--- config.mk ---
export PLATFORM = sky130hd
export DESIGN_NAME = cem_message_handler
export DESIGN_NICKNAME = d
export VERILOG_FILES = /design/src/verilog/cem_pkg.sv /design/src/verilog/cem_accept.sv /design/src/verilog/cem_message_handler.sv
export VERILOG_INCLUDE_DIRS = /design/src /design/src/verilog
export SDC_FILE = /design/constraint.sdc
export NUM_CORES = 2
export LEC_CHECK = 0
export ABC_AREA = 1
export ABC_CLOCK_PERIOD_IN_PS = 7200
export BUFFER_PORTS_ARGS = -buffer_cell sky130_fd_sc_hd__buf_2
export CAP_MARGIN = 20
export CORE_MARGIN = 10
export CORE_UTILIZATION = 36
export CTS_CLUSTER_SIZE = 28
export DETAILED_ROUTE_END_ITERATION = 7
export GPL_ROUTABILITY_DRIVEN = 1
export GPL_TIMING_DRIVEN = 0
export HOLD_SLACK_MARGIN = 0.06
export PLACE_DENSITY_LB_ADDON = 0.08
export SLEW_MARGIN = 20
export SYNTH_ARGS = -nofsm -noshare
export SYNTH_HDL_FRONTEND = slang
export SYNTH_SLANG_ARGS = --single-unit
--- constraint.sdc ---
create_clock -name CLOCK -period 7.2 [get_ports CLOCK]
set_input_delay 1.44 -clock CLOCK [delete_from_list [all_inputs] [get_ports CLOCK]]
set_output_delay 1.44 -clock CLOCK [all_outputs]
set_load 0.01 [all_outputs]
--- src/verilog/cem_cfg.svh ---
// Purpose: Constants for the CAN expander message handler.
// Assumes: 29-bit identifiers, standard identifier held in bits 10:0.
// Notes: Register addresses of the groups are local to this device.
`ifndef CEM_CFG_SVH
`define CEM_CFG_SVH

// ****************************************************************
// Widths and identifier fields
// ****************************************************************
`define CEM_ID_W 29
`define CEM_ADDR_W 8
`define CEM_REQ_FLAG_BIT 3
`define CEM_EXT_SID_LSB 18
`define CEM_RDREG_ADDR_LSB 8
`define CEM_FUNC_WRREG 3'h0
`define CEM_FUNC_RDREG 3'h7
`define CEM_LAST_IDX 3'h7

// ****************************************************************
// Response lengths in bytes per function code
// ****************************************************************
`define CEM_RD_LEN_0 4'h8
`define CEM_RD_LEN_1 4'h7
`define CEM_RD_LEN_2 4'h5
`define CEM_RD_LEN_3 4'h3
`define CEM_RD_LEN_4 4'h6
`define CEM_RD_LEN_5 4'h8
`define CEM_RD_LEN_6 4'h8
`define CEM_RD_LEN_7 4'h1

// ****************************************************************
// Register group base addresses
// ****************************************************************
`define CEM_RD_BASE_0 8'h00
`define CEM_RD_BASE_1 8'h08
`define CEM_RD_BASE_2 8'h10
`define CEM_RD_BASE_3 8'h18
`define CEM_RD_BASE_4 8'h20
`define CEM_RD_BASE_5 8'h28
`define CEM_RD_BASE_6 8'h30
`define CEM_WR_LEN_IOCFG 4'h5
`define CEM_WR_LEN_STD 4'h4
`define CEM_WR_BASE_1 8'h40
`define CEM_WR_BASE_2 8'h44
`define CEM_WR_BASE_3 8'h48
`define CEM_WR_BASE_4 8'h4c
`define CEM_WR_BASE_5 8'h54
`define CEM_WR_BASE_6 8'h58
`define CEM_WR_BASE_7 8'h5c
`define CEM_FULL_MASK 8'hff

`endif

--- src/verilog/cem_pkg.sv ---
// Purpose: Types for the CAN expander message handler.
// Assumes: Nothing beyond the cfg header.
// Notes: States only; constants live in the header.
package cem_pkg;
	typedef enum logic [1:0] {
		RX_IDLE,
		RX_READ_ADDR,
		RX_READ_CAP,
		RX_WRITE
	} cem_rx_state_t;
endpackage

--- src/verilog/cem_accept.sv ---
// Purpose: Mask and filter match for one received identifier.
// Assumes: A mask bit of one makes the identifier bit significant.
// Notes: Purely combinational; the caller registers what it keeps.
`timescale 1ns/10ps
`include "cem_cfg.svh"

module cem_accept (
	input wire logic [`CEM_ID_W-1:0] id,
	input wire logic [`CEM_ID_W-1:0] mask,
	input wire logic [`CEM_ID_W-1:0] filt0,
	input wire logic [`CEM_ID_W-1:0] filt1,
	output logic hit0,
	output logic hit1
);
	function automatic logic match(input logic [`CEM_ID_W-1:0] a, input logic [`CEM_ID_W-1:0] f,
		input logic [`CEM_ID_W-1:0] m);
		match = (((a ^ f) & m) == '0);
	endfunction

	always_comb begin
		hit0 = match(id, filt0, mask);
		hit1 = match(id, filt1, mask);
	end
endmodule

--- src/verilog/cem_message_handler.sv ---
// Purpose: Decode requests and input messages, build responses, order transmissions.
// Assumes: Frame engine and register file run on CLOCK; inputs need no synchroniser.
// Notes: Register reads return data in the same cycle the address is presented.
`timescale 1ns/10ps
`include "cem_cfg.svh"

// How it works
// - Data-frame mode: only frames with remote bit clear are requests.
// - Function comes from three low identifier bits, standard or extended.
// - Single-register read accepted only with an extended identifier.
// - Remote answer reuses identifier, format and length code.
// - Short remote length sends only the leading defined bytes.
// - Long remote length repeats the last defined byte.
// - Data-frame answer copies the request identifier apart from bit 3.
// - Data-frame answer clears identifier bit 3.
// - Input messages pass mask and input filter and rewrite registers.
// - Three low standard identifier bits pick the written group.
// - Act only when a filtered frame meets its filter's requirements.
// - One message at a time; a frame arriving while busy is dropped.
// - With overflow notify select low, an overflow sends an acknowledge.
// - Transmit order: responses, conversion, acknowledge, on-bus.
// - Lowest function code wins among pending responses.
// - A frame already being sent is never pre-empted.
// - Request frame select low means remote requests, high data-frame requests.
// - Requests come through the request filter, apart from input messages.
// - Single-register write changes only the bits chosen by its mask.
module cem_message_handler (
	input wire logic CLOCK,
	input wire logic RESET_N,
	input wire logic RX_VALID,
	input wire logic [`CEM_ID_W-1:0] RX_ID,
	input wire logic RX_IDE,
	input wire logic RX_RTR,
	input wire logic [3:0] RX_DLC,
	input wire logic [63:0] RX_DATA,
	input wire logic [`CEM_ID_W-1:0] GLOBAL_ACCEPTANCE_MASK,
	input wire logic [`CEM_ID_W-1:0] REQUEST_FILTER,
	input wire logic [`CEM_ID_W-1:0] INPUT_MESSAGE_FILTER,
	input wire logic REQUEST_FRAME_SELECT,
	input wire logic OVERFLOW_NOTIFY_SELECT,
	input wire logic [`CEM_ID_W-1:0] ON_BUS_MESSAGE_SLOT,
	input wire logic ON_BUS_MESSAGE_IDE,
	input wire logic [`CEM_ID_W-1:0] ACKNOWLEDGE_MESSAGE_SLOT,
	input wire logic ACKNOWLEDGE_MESSAGE_IDE,
	input wire logic [`CEM_ID_W-1:0] CONVERSION_MESSAGE_SLOT,
	input wire logic CONVERSION_MESSAGE_IDE,
	input wire logic CONV_EVENT,
	input wire logic ON_BUS_EVENT,
	output logic [`CEM_ADDR_W-1:0] REG_RD_ADDR,
	input wire logic [7:0] REG_RD_DATA,
	output logic REG_WR_EN,
	output logic [`CEM_ADDR_W-1:0] REG_WR_ADDR,
	output logic [7:0] REG_WR_MASK,
	output logic [7:0] REG_WR_DATA,
	output logic TX_REQ,
	output logic [`CEM_ID_W-1:0] TX_ID,
	output logic TX_IDE,
	output logic [3:0] TX_DLC,
	output logic [63:0] TX_DATA,
	input wire logic TX_DONE,
	output logic BUSY,
	output logic RX_OVERFLOW
);

	// ****************************************************************
	// Lookup functions
	// ****************************************************************
	function automatic logic [3:0] rd_len(input logic [2:0] f);
		case (f)
			3'h0: rd_len = `CEM_RD_LEN_0;
			3'h1: rd_len = `CEM_RD_LEN_1;
			3'h2: rd_len = `CEM_RD_LEN_2;
			3'h3: rd_len = `CEM_RD_LEN_3;
			3'h4: rd_len = `CEM_RD_LEN_4;
			3'h5: rd_len = `CEM_RD_LEN_5;
			3'h6: rd_len = `CEM_RD_LEN_6;
			default: rd_len = `CEM_RD_LEN_7;
		endcase
	endfunction

	function automatic logic [`CEM_ADDR_W-1:0] rd_base(input logic [2:0] f);
		case (f)
			3'h0: rd_base = `CEM_RD_BASE_0;
			3'h1: rd_base = `CEM_RD_BASE_1;
			3'h2: rd_base = `CEM_RD_BASE_2;
			3'h3: rd_base = `CEM_RD_BASE_3;
			3'h4: rd_base = `CEM_RD_BASE_4;
			3'h5: rd_base = `CEM_RD_BASE_5;
			default: rd_base = `CEM_RD_BASE_6;
		endcase
	endfunction

	function automatic logic [`CEM_ADDR_W-1:0] wr_base(input logic [2:0] f);
		case (f)
			3'h1: wr_base = `CEM_WR_BASE_1;
			3'h2: wr_base = `CEM_WR_BASE_2;
			3'h3: wr_base = `CEM_WR_BASE_3;
			3'h4: wr_base = `CEM_WR_BASE_4;
			3'h5: wr_base = `CEM_WR_BASE_5;
			3'h6: wr_base = `CEM_WR_BASE_6;
			default: wr_base = `CEM_WR_BASE_7;
		endcase
	endfunction

	function automatic logic [3:0] wr_len(input logic [2:0] f);
		wr_len = (f == 3'h4) ? `CEM_WR_LEN_IOCFG : `CEM_WR_LEN_STD;
	endfunction

	// ****************************************************************
	// Receive side
	// ****************************************************************
	logic hit0;
	logic hit1;
	cem_pkg::cem_rx_state_t st_r, st_nxt;
	logic rx_busy_r, rx_busy_nxt;
	logic [2:0] func_r, func_nxt;
	logic [2:0] idx_r, idx_nxt;
	logic dfmode_r, dfmode_nxt;
	logic [`CEM_ID_W-1:0] rx_id_r, rx_id_nxt;
	logic rx_ide_r, rx_ide_nxt;
	logic [3:0] rx_dlc_r, rx_dlc_nxt;
	logic [63:0] rx_data_r, rx_data_nxt;
	logic [63:0] buf_r, buf_nxt;
	logic [`CEM_ADDR_W-1:0] rd_addr_r, rd_addr_nxt;
	logic wr_en_r, wr_en_nxt;
	logic [`CEM_ADDR_W-1:0] wr_addr_r, wr_addr_nxt;
	logic [7:0] wr_mask_r, wr_mask_nxt;
	logic [7:0] wr_data_r, wr_data_nxt;
	logic ovf_r, ovf_nxt;
	logic ack_req_r, ack_req_nxt;
	logic resp_set_r, resp_set_nxt;

	cem_accept u_accept (
		.id(RX_ID),
		.mask(GLOBAL_ACCEPTANCE_MASK),
		.filt0(REQUEST_FILTER),
		.filt1(INPUT_MESSAGE_FILTER),
		.hit0(hit0),
		.hit1(hit1)
	);

	always_comb begin
		logic [2:0] req_func;
		logic [2:0] in_func;
		logic req_ok;
		logic [3:0] last;
		req_func = 3'h0;
		in_func = 3'h0;
		req_ok = 1'b0;
		last = 4'h0;
		st_nxt = st_r;
		func_nxt = func_r;
		idx_nxt = idx_r;
		dfmode_nxt = dfmode_r;
		rx_id_nxt = rx_id_r;
		rx_ide_nxt = rx_ide_r;
		rx_dlc_nxt = rx_dlc_r;
		rx_data_nxt = rx_data_r;
		buf_nxt = buf_r;
		rd_addr_nxt = rd_addr_r;
		wr_en_nxt = 1'b0;
		wr_addr_nxt = wr_addr_r;
		wr_mask_nxt = wr_mask_r;
		wr_data_nxt = wr_data_r;
		ovf_nxt = 1'b0;
		ack_req_nxt = 1'b0;
		resp_set_nxt = 1'b0;
		req_func = RX_ID[2:0];
		in_func = RX_IDE ? RX_ID[`CEM_EXT_SID_LSB+2:`CEM_EXT_SID_LSB] : RX_ID[2:0];
		if (REQUEST_FRAME_SELECT) begin
			req_ok = !RX_RTR && RX_ID[`CEM_REQ_FLAG_BIT] && (RX_DLC == 4'h0);
		end else begin
			req_ok = RX_RTR;
		end
		if (req_func == `CEM_FUNC_RDREG && !RX_IDE) begin
			req_ok = 1'b0;
		end
		case (st_r)
			cem_pkg::RX_IDLE: begin
				if (RX_VALID) begin
					rx_id_nxt = RX_ID;
					rx_ide_nxt = RX_IDE;
					rx_dlc_nxt = RX_DLC;
					rx_data_nxt = RX_DATA;
					dfmode_nxt = REQUEST_FRAME_SELECT;
					idx_nxt = 3'h0;
					if (hit0 && req_ok) begin
						func_nxt = req_func;
						st_nxt = cem_pkg::RX_READ_ADDR;
					end else if (!hit0 && hit1 && !RX_RTR) begin
						func_nxt = in_func;
						st_nxt = cem_pkg::RX_WRITE;
					end
				end
			end
			cem_pkg::RX_READ_ADDR: begin
				last = rd_len(func_r) - 4'h1;
				if (func_r == `CEM_FUNC_RDREG) begin
					rd_addr_nxt = rx_id_r[`CEM_RDREG_ADDR_LSB+`CEM_ADDR_W-1:`CEM_RDREG_ADDR_LSB];
				end else if ({1'b0, idx_r} > last) begin
					rd_addr_nxt = rd_base(func_r) + `CEM_ADDR_W'(last);
				end else begin
					rd_addr_nxt = rd_base(func_r) + `CEM_ADDR_W'(idx_r);
				end
				st_nxt = cem_pkg::RX_READ_CAP;
			end
			cem_pkg::RX_READ_CAP: begin
				buf_nxt[{idx_r, 3'h0} +: 8] = REG_RD_DATA;
				if (idx_r == `CEM_LAST_IDX) begin
					resp_set_nxt = 1'b1;
					st_nxt = cem_pkg::RX_IDLE;
				end else begin
					idx_nxt = idx_r + 3'h1;
					st_nxt = cem_pkg::RX_READ_ADDR;
				end
			end
			cem_pkg::RX_WRITE: begin
				wr_en_nxt = 1'b1;
				if (func_r == `CEM_FUNC_WRREG) begin
					wr_addr_nxt = rx_data_r[7:0];
					wr_mask_nxt = rx_data_r[15:8];
					wr_data_nxt = rx_data_r[23:16];
					ack_req_nxt = 1'b1;
					st_nxt = cem_pkg::RX_IDLE;
				end else begin
					wr_addr_nxt = wr_base(func_r) + `CEM_ADDR_W'(idx_r);
					wr_mask_nxt = `CEM_FULL_MASK;
					wr_data_nxt = rx_data_r[{idx_r, 3'h0} +: 8];
					if ({1'b0, idx_r} == wr_len(func_r) - 4'h1) begin
						ack_req_nxt = 1'b1;
						st_nxt = cem_pkg::RX_IDLE;
					end else begin
						idx_nxt = idx_r + 3'h1;
					end
				end
			end
			default: st_nxt = cem_pkg::RX_IDLE;
		endcase
		if (RX_VALID && st_r != cem_pkg::RX_IDLE) begin
			ovf_nxt = 1'b1;
			if (!OVERFLOW_NOTIFY_SELECT) begin
				ack_req_nxt = 1'b1;
			end
		end
		// BUSY has its own flop so the pin carries no decode glitches.
		rx_busy_nxt = (st_nxt != cem_pkg::RX_IDLE);
	end

	always_ff @(posedge CLOCK) begin
		if (!RESET_N) begin
			st_r <= cem_pkg::RX_IDLE;
			func_r <= 3'h0;
			idx_r <= 3'h0;
			dfmode_r <= 1'b0;
			rx_id_r <= '0;
			rx_ide_r <= 1'b0;
			rx_dlc_r <= 4'h0;
			rx_data_r <= 64'h0;
			buf_r <= 64'h0;
			rd_addr_r <= '0;
			wr_en_r <= 1'b0;
			wr_addr_r <= '0;
			wr_mask_r <= 8'h0;
			wr_data_r <= 8'h0;
			ovf_r <= 1'b0;
			ack_req_r <= 1'b0;
			resp_set_r <= 1'b0;
			rx_busy_r <= 1'b0;
		end else begin
			st_r <= st_nxt;
			func_r <= func_nxt;
			idx_r <= idx_nxt;
			dfmode_r <= dfmode_nxt;
			rx_id_r <= rx_id_nxt;
			rx_ide_r <= rx_ide_nxt;
			rx_dlc_r <= rx_dlc_nxt;
			rx_data_r <= rx_data_nxt;
			buf_r <= buf_nxt;
			rd_addr_r <= rd_addr_nxt;
			wr_en_r <= wr_en_nxt;
			wr_addr_r <= wr_addr_nxt;
			wr_mask_r <= wr_mask_nxt;
			wr_data_r <= wr_data_nxt;
			ovf_r <= ovf_nxt;
			ack_req_r <= ack_req_nxt;
			resp_set_r <= resp_set_nxt;
			rx_busy_r <= rx_busy_nxt;
		end
	end

	// ****************************************************************
	// Transmit side
	// ****************************************************************
	// One slot per function code, so a repeated request replaces the waiting answer.
	logic [7:0] pend_r, pend_nxt;
	logic [`CEM_ID_W-1:0] pid_r [8], pid_nxt [8];
	logic pide_r [8], pide_nxt [8];
	logic [3:0] pdlc_r [8], pdlc_nxt [8];
	logic [63:0] pdat_r [8], pdat_nxt [8];
	logic conv_r, conv_nxt;
	logic ack_r, ack_nxt;
	logic onbus_r, onbus_nxt;
	logic busy_r, busy_nxt;
	logic [`CEM_ID_W-1:0] tx_id_r, tx_id_nxt;
	logic tx_ide_r, tx_ide_nxt;
	logic [3:0] tx_dlc_r, tx_dlc_nxt;
	logic [63:0] tx_data_r, tx_data_nxt;

	always_comb begin
		logic [2:0] sel;
		sel = 3'h0;
		pend_nxt = pend_r;
		pid_nxt = pid_r;
		pide_nxt = pide_r;
		pdlc_nxt = pdlc_r;
		pdat_nxt = pdat_r;
		conv_nxt = conv_r;
		ack_nxt = ack_r;
		onbus_nxt = onbus_r;
		busy_nxt = busy_r;
		tx_id_nxt = tx_id_r;
		tx_ide_nxt = tx_ide_r;
		tx_dlc_nxt = tx_dlc_r;
		tx_data_nxt = tx_data_r;
		for (int i = 7; i >= 0; i--) begin
			if (pend_r[i]) begin
				sel = 3'(i);
			end
		end
		if (busy_r && TX_DONE) begin
			busy_nxt = 1'b0;
		end
		if (!busy_r) begin
			if (pend_r != 8'h0) begin
				tx_id_nxt = pid_r[sel];
				tx_ide_nxt = pide_r[sel];
				tx_dlc_nxt = pdlc_r[sel];
				tx_data_nxt = pdat_r[sel];
				pend_nxt[sel] = 1'b0;
				busy_nxt = 1'b1;
			end else if (conv_r) begin
				tx_id_nxt = CONVERSION_MESSAGE_SLOT;
				tx_ide_nxt = CONVERSION_MESSAGE_IDE;
				tx_dlc_nxt = 4'h0;
				tx_data_nxt = 64'h0;
				conv_nxt = 1'b0;
				busy_nxt = 1'b1;
			end else if (ack_r) begin
				tx_id_nxt = ACKNOWLEDGE_MESSAGE_SLOT;
				tx_ide_nxt = ACKNOWLEDGE_MESSAGE_IDE;
				tx_dlc_nxt = 4'h0;
				tx_data_nxt = 64'h0;
				ack_nxt = 1'b0;
				busy_nxt = 1'b1;
			end else if (onbus_r) begin
				tx_id_nxt = ON_BUS_MESSAGE_SLOT;
				tx_ide_nxt = ON_BUS_MESSAGE_IDE;
				tx_dlc_nxt = 4'h0;
				tx_data_nxt = 64'h0;
				onbus_nxt = 1'b0;
				busy_nxt = 1'b1;
			end
		end
		// Sets follow clears so an event in the clearing cycle survives.
		if (resp_set_r) begin
			pend_nxt[func_r] = 1'b1;
			pide_nxt[func_r] = rx_ide_r;
			pdat_nxt[func_r] = buf_r;
			if (dfmode_r) begin
				pid_nxt[func_r] = rx_id_r & ~(`CEM_ID_W'(1) << `CEM_REQ_FLAG_BIT);
				pdlc_nxt[func_r] = rd_len(func_r);
			end else begin
				pid_nxt[func_r] = rx_id_r;
				pdlc_nxt[func_r] = rx_dlc_r;
			end
		end
		if (CONV_EVENT) begin
			conv_nxt = 1'b1;
		end
		if (ack_req_r) begin
			ack_nxt = 1'b1;
		end
		if (ON_BUS_EVENT) begin
			onbus_nxt = 1'b1;
		end
	end

	always_ff @(posedge CLOCK) begin
		if (!RESET_N) begin
			pend_r <= 8'h0;
			conv_r <= 1'b0;
			ack_r <= 1'b0;
			onbus_r <= 1'b0;
			busy_r <= 1'b0;
			tx_id_r <= '0;
			tx_ide_r <= 1'b0;
			tx_dlc_r <= 4'h0;
			tx_data_r <= 64'h0;
		end else begin
			pend_r <= pend_nxt;
			conv_r <= conv_nxt;
			ack_r <= ack_nxt;
			onbus_r <= onbus_nxt;
			busy_r <= busy_nxt;
			tx_id_r <= tx_id_nxt;
			tx_ide_r <= tx_ide_nxt;
			tx_dlc_r <= tx_dlc_nxt;
			tx_data_r <= tx_data_nxt;
		end
		pid_r <= pid_nxt;
		pide_r <= pide_nxt;
		pdlc_r <= pdlc_nxt;
		pdat_r <= pdat_nxt;
	end

	always_comb begin
		REG_RD_ADDR = rd_addr_r;
		REG_WR_EN = wr_en_r;
		REG_WR_ADDR = wr_addr_r;
		REG_WR_MASK = wr_mask_r;
		REG_WR_DATA = wr_data_r;
		TX_REQ = busy_r;
		TX_ID = tx_id_r;
		TX_IDE = tx_ide_r;
		TX_DLC = tx_dlc_r;
		TX_DATA = tx_data_r;
		BUSY = rx_busy_r;
		RX_OVERFLOW = ovf_r;
	end
endmodule

==> impl_metrics.tcl <==
set metrics [dict create \
    outcome "complete, no violations" \
    path_max_fanout 11 \
    synthFlopType "edfxtp_1" \
    rsz0062_at_grt "no" \
    ys_ff_latch 1102 \
    cts_tree "done" \
    fin_nets 5658 \
    critPathCaptureType "register" \
    switching_share_pct 21.8 \
    synth_edf_count 784 \
    fin_area_sq_um 55400 \
    cts_max_level 3 \
    startpoint_type "register" \
    setup_slack_ns 3.53 \
    viasPerCell 5.00 \
    synth.avg_cell_area_sq_um 9.62 \
    die_area_sq_um 142000 \
    worstPathRequired_ns 7.89 \
    finClkSkew_ns 0.0333 \
    clk_latency_ns 0.76 \
    ys_seq_area_share_pct 65.2 \
    power_frac_clock_pct 47.2 \
    cts_root_buf "clkbuf_16" \
    final_max_slew_viol_count 0 \
    tns_ns 0 \
    antenna_found_initial 11 \
    yosysWarnings 0 \
    grt_pass1_wl_mm 238 \
    drt-initial-drc-count 2740 \
    grt_pass1_vias 34400 \
    synth.distinct_cells 40 \
    hold_violations 0 \
    postRouteAntennaNets 0 \
    hold_buffers 0 \
    layout_commonest_cell "nand2_1" \
    syn-instance-count 4770 \
    die_w_microns 377 \
    p_leak_nw 21.9 \
    coreArea_sq_um 126000 \
    async_flop_share_pct 0 \
    dr.pass1.iters 5 \
    synth_fp_nets 5074 \
    grt_usage_pct 22.7 \
    hp-class "register to register" \
    rows 130 \
    worst_pin_slew_ns 1.15 \
    syn-cell-area_sq_um 45900 \
    p_int_w 0.0109 \
    fmax_mhz 273 \
    via_count 35600 \
    cts_buffers 119 \
    finalCritPeriodShare_pct 51.0 \
    power.density_nw_per_um2 252 \
    comb_power_share_pct 3.5 \
    timing.hold.ws_ns 0.454 \
    syn_to_final_growth_pct 20.7 \
    post_drt_wl_per_cell_microns 23.2 \
    post_cts_buffers 0 \
    place_ws_ns 2.97 \
    fp.dieH_microns 377 \
    slew_headroom_pct 23.6 \
    ios 426 \
    gp_routability_congestion 0.870 \
    cts.sinks 1102 \
    final.min_clock_period_ns 3.67 \
    arrival_ns 4.35 \
    fillCellCount 12300 \
    overflow 0 \
    initial_core_util_pct 36.4 \
    grt_max_degree 25 \
    drcViolationCount 0 \
    postCtsResizedCells 0 \
    vdd_drop_max_mv 0.207 \
    placed_cell_area_sq_um 51100 \
    maxCapViolations 0 \
    dp_hpwl_mm 122 \
    critPathKind "register to register" \
    finalSetupViolations 0 \
    clk_path_buf_depth 3 \
    wl_mm 165 \
    drive_gt1_share_pct 15.3 \
    pwr-share-seq_pct 49.3 \
    layout_common_cells "nand2_1, edfxtp_1, buf_2" \
    io_buffer_count 422 \
    total_switching_power_w 0.00304 \
    path_clk_slew_ns 0.06 \
]
layer usage:
| metal | vias to the layer above | part of all wire (%) | GRT usage (%) |
|---|---|---|---|
| met1 | 17100 | 46 | 31.9 |
| met5 | - | 0.0079 | 0 |
| li1 | 17200 | - | - |
| met4 | 2 | 2.2 | 5.92 |
| met2 | 1094 | 45 | 36.1 |
| met3 | 199 | 6.2 | 3.69 |
layout make-up:
cell class | instances | area (sq um) | area share [%]
Tap cell | 1650 | 2060 | 3.73
Antenna cell | 3 | 7.51 | 0.0136
Timing Repair Buffer | 463 | 3050 | 5.51
Clock buffer | 165 | 3540 | 6.40
Sequential cell | 1102 | 29900 | 54.0
Multi-Input combinational cell | 3075 | 13700 | 24.7
Buffer | 281 | 1220 | 2.21
Clock inverter | 63 | 714 | 1.29
Inverter | 312 | 1170 | 2.11
stage by stage:
stage | utilization [%] | cells | total power [W]
after detailed placement | 40.5 | 6883 | 0.00749
final | 43.9 | 7114 | 0.0139
after CTS | 43.9 | 7111 | 0.0140
after floorplan | - | 4770 | 0.00720
after global placement | 39.7 | 6842 | 0.00748
after global routing | 43.9 | 7112 | 0.0143
cell usage after synthesis, types with 7 or more instances:
master / instances / area [sq um]
or2_2: 24 / 150
buf_1: 11 / 41.3
clkbuf_1: 159 / 597
edfxtp_1: 784 / 23500
nand2_1: 1305 / 4900
nor2_1: 470 / 1760
nand3b_1: 31 / 233
nand3_1: 483 / 2420
a21oi_1: 363 / 1820
nor3_1: 17 / 85.1
o2111ai_1: 7 / 61.3
ha_1: 12 / 150
o21ai_0: 292 / 1460
o211ai_1: 13 / 97.6
inv_1: 302 / 1130
buf_2: 102 / 510
dfxtp_1: 318 / 6370
a31oi_1: 23 / 144
buf_4: 9 / 67.6
worst paths after layout:
kind | cells past startpoint | slack [ns] | endpoint | start
worst max-delay path | 11 | 3.53 | buf_r[34] | idx_r[0]
worst max register to register | 11 | 3.53 | buf_r[34] | idx_r[0]
worst min register to register | 2 | 0.45 | rx_data_r[46] | rx_data_r[46]
worst min-delay path | 2 | 0.45 | rx_data_r[46] | rx_data_r[46]
cells by family after synthesis:
family | share of synthesized area (%)
compound gates | 8.05
xor+xnor | 0.0955
fa+ha+maj | 0.327
buf+inv | 5.21
flops | 65.2
other cells | 0.00818
simple gates | 21.1
critical path, cell delays in order, from the launching register on:
cell,delay (ns)
dfxtp_1,0.54
inv_2,0.20
clkbuf_1,0.36
ha_1,0.35
ha_1,0.30
inv_1,0.04
nor2_1,0.13
nand2_1,0.30
nor4_2,0.74
buf_2,0.34
o21ai_0,0.11
nor2_1,0.17
power by group through the flow:
stage               sequential [W]  clock [W]  combinational [W]
CTS                        0.00686    0.00667           0.000494
floorplan                  0.00697          0           0.000232
finish                     0.00686    0.00657           0.000491
detailed placement         0.00700          0           0.000493
global placement           0.00700          0           0.000487
global route               0.00687    0.00692           0.000542
No activity file was read; power rests on OpenSTA's default activity.
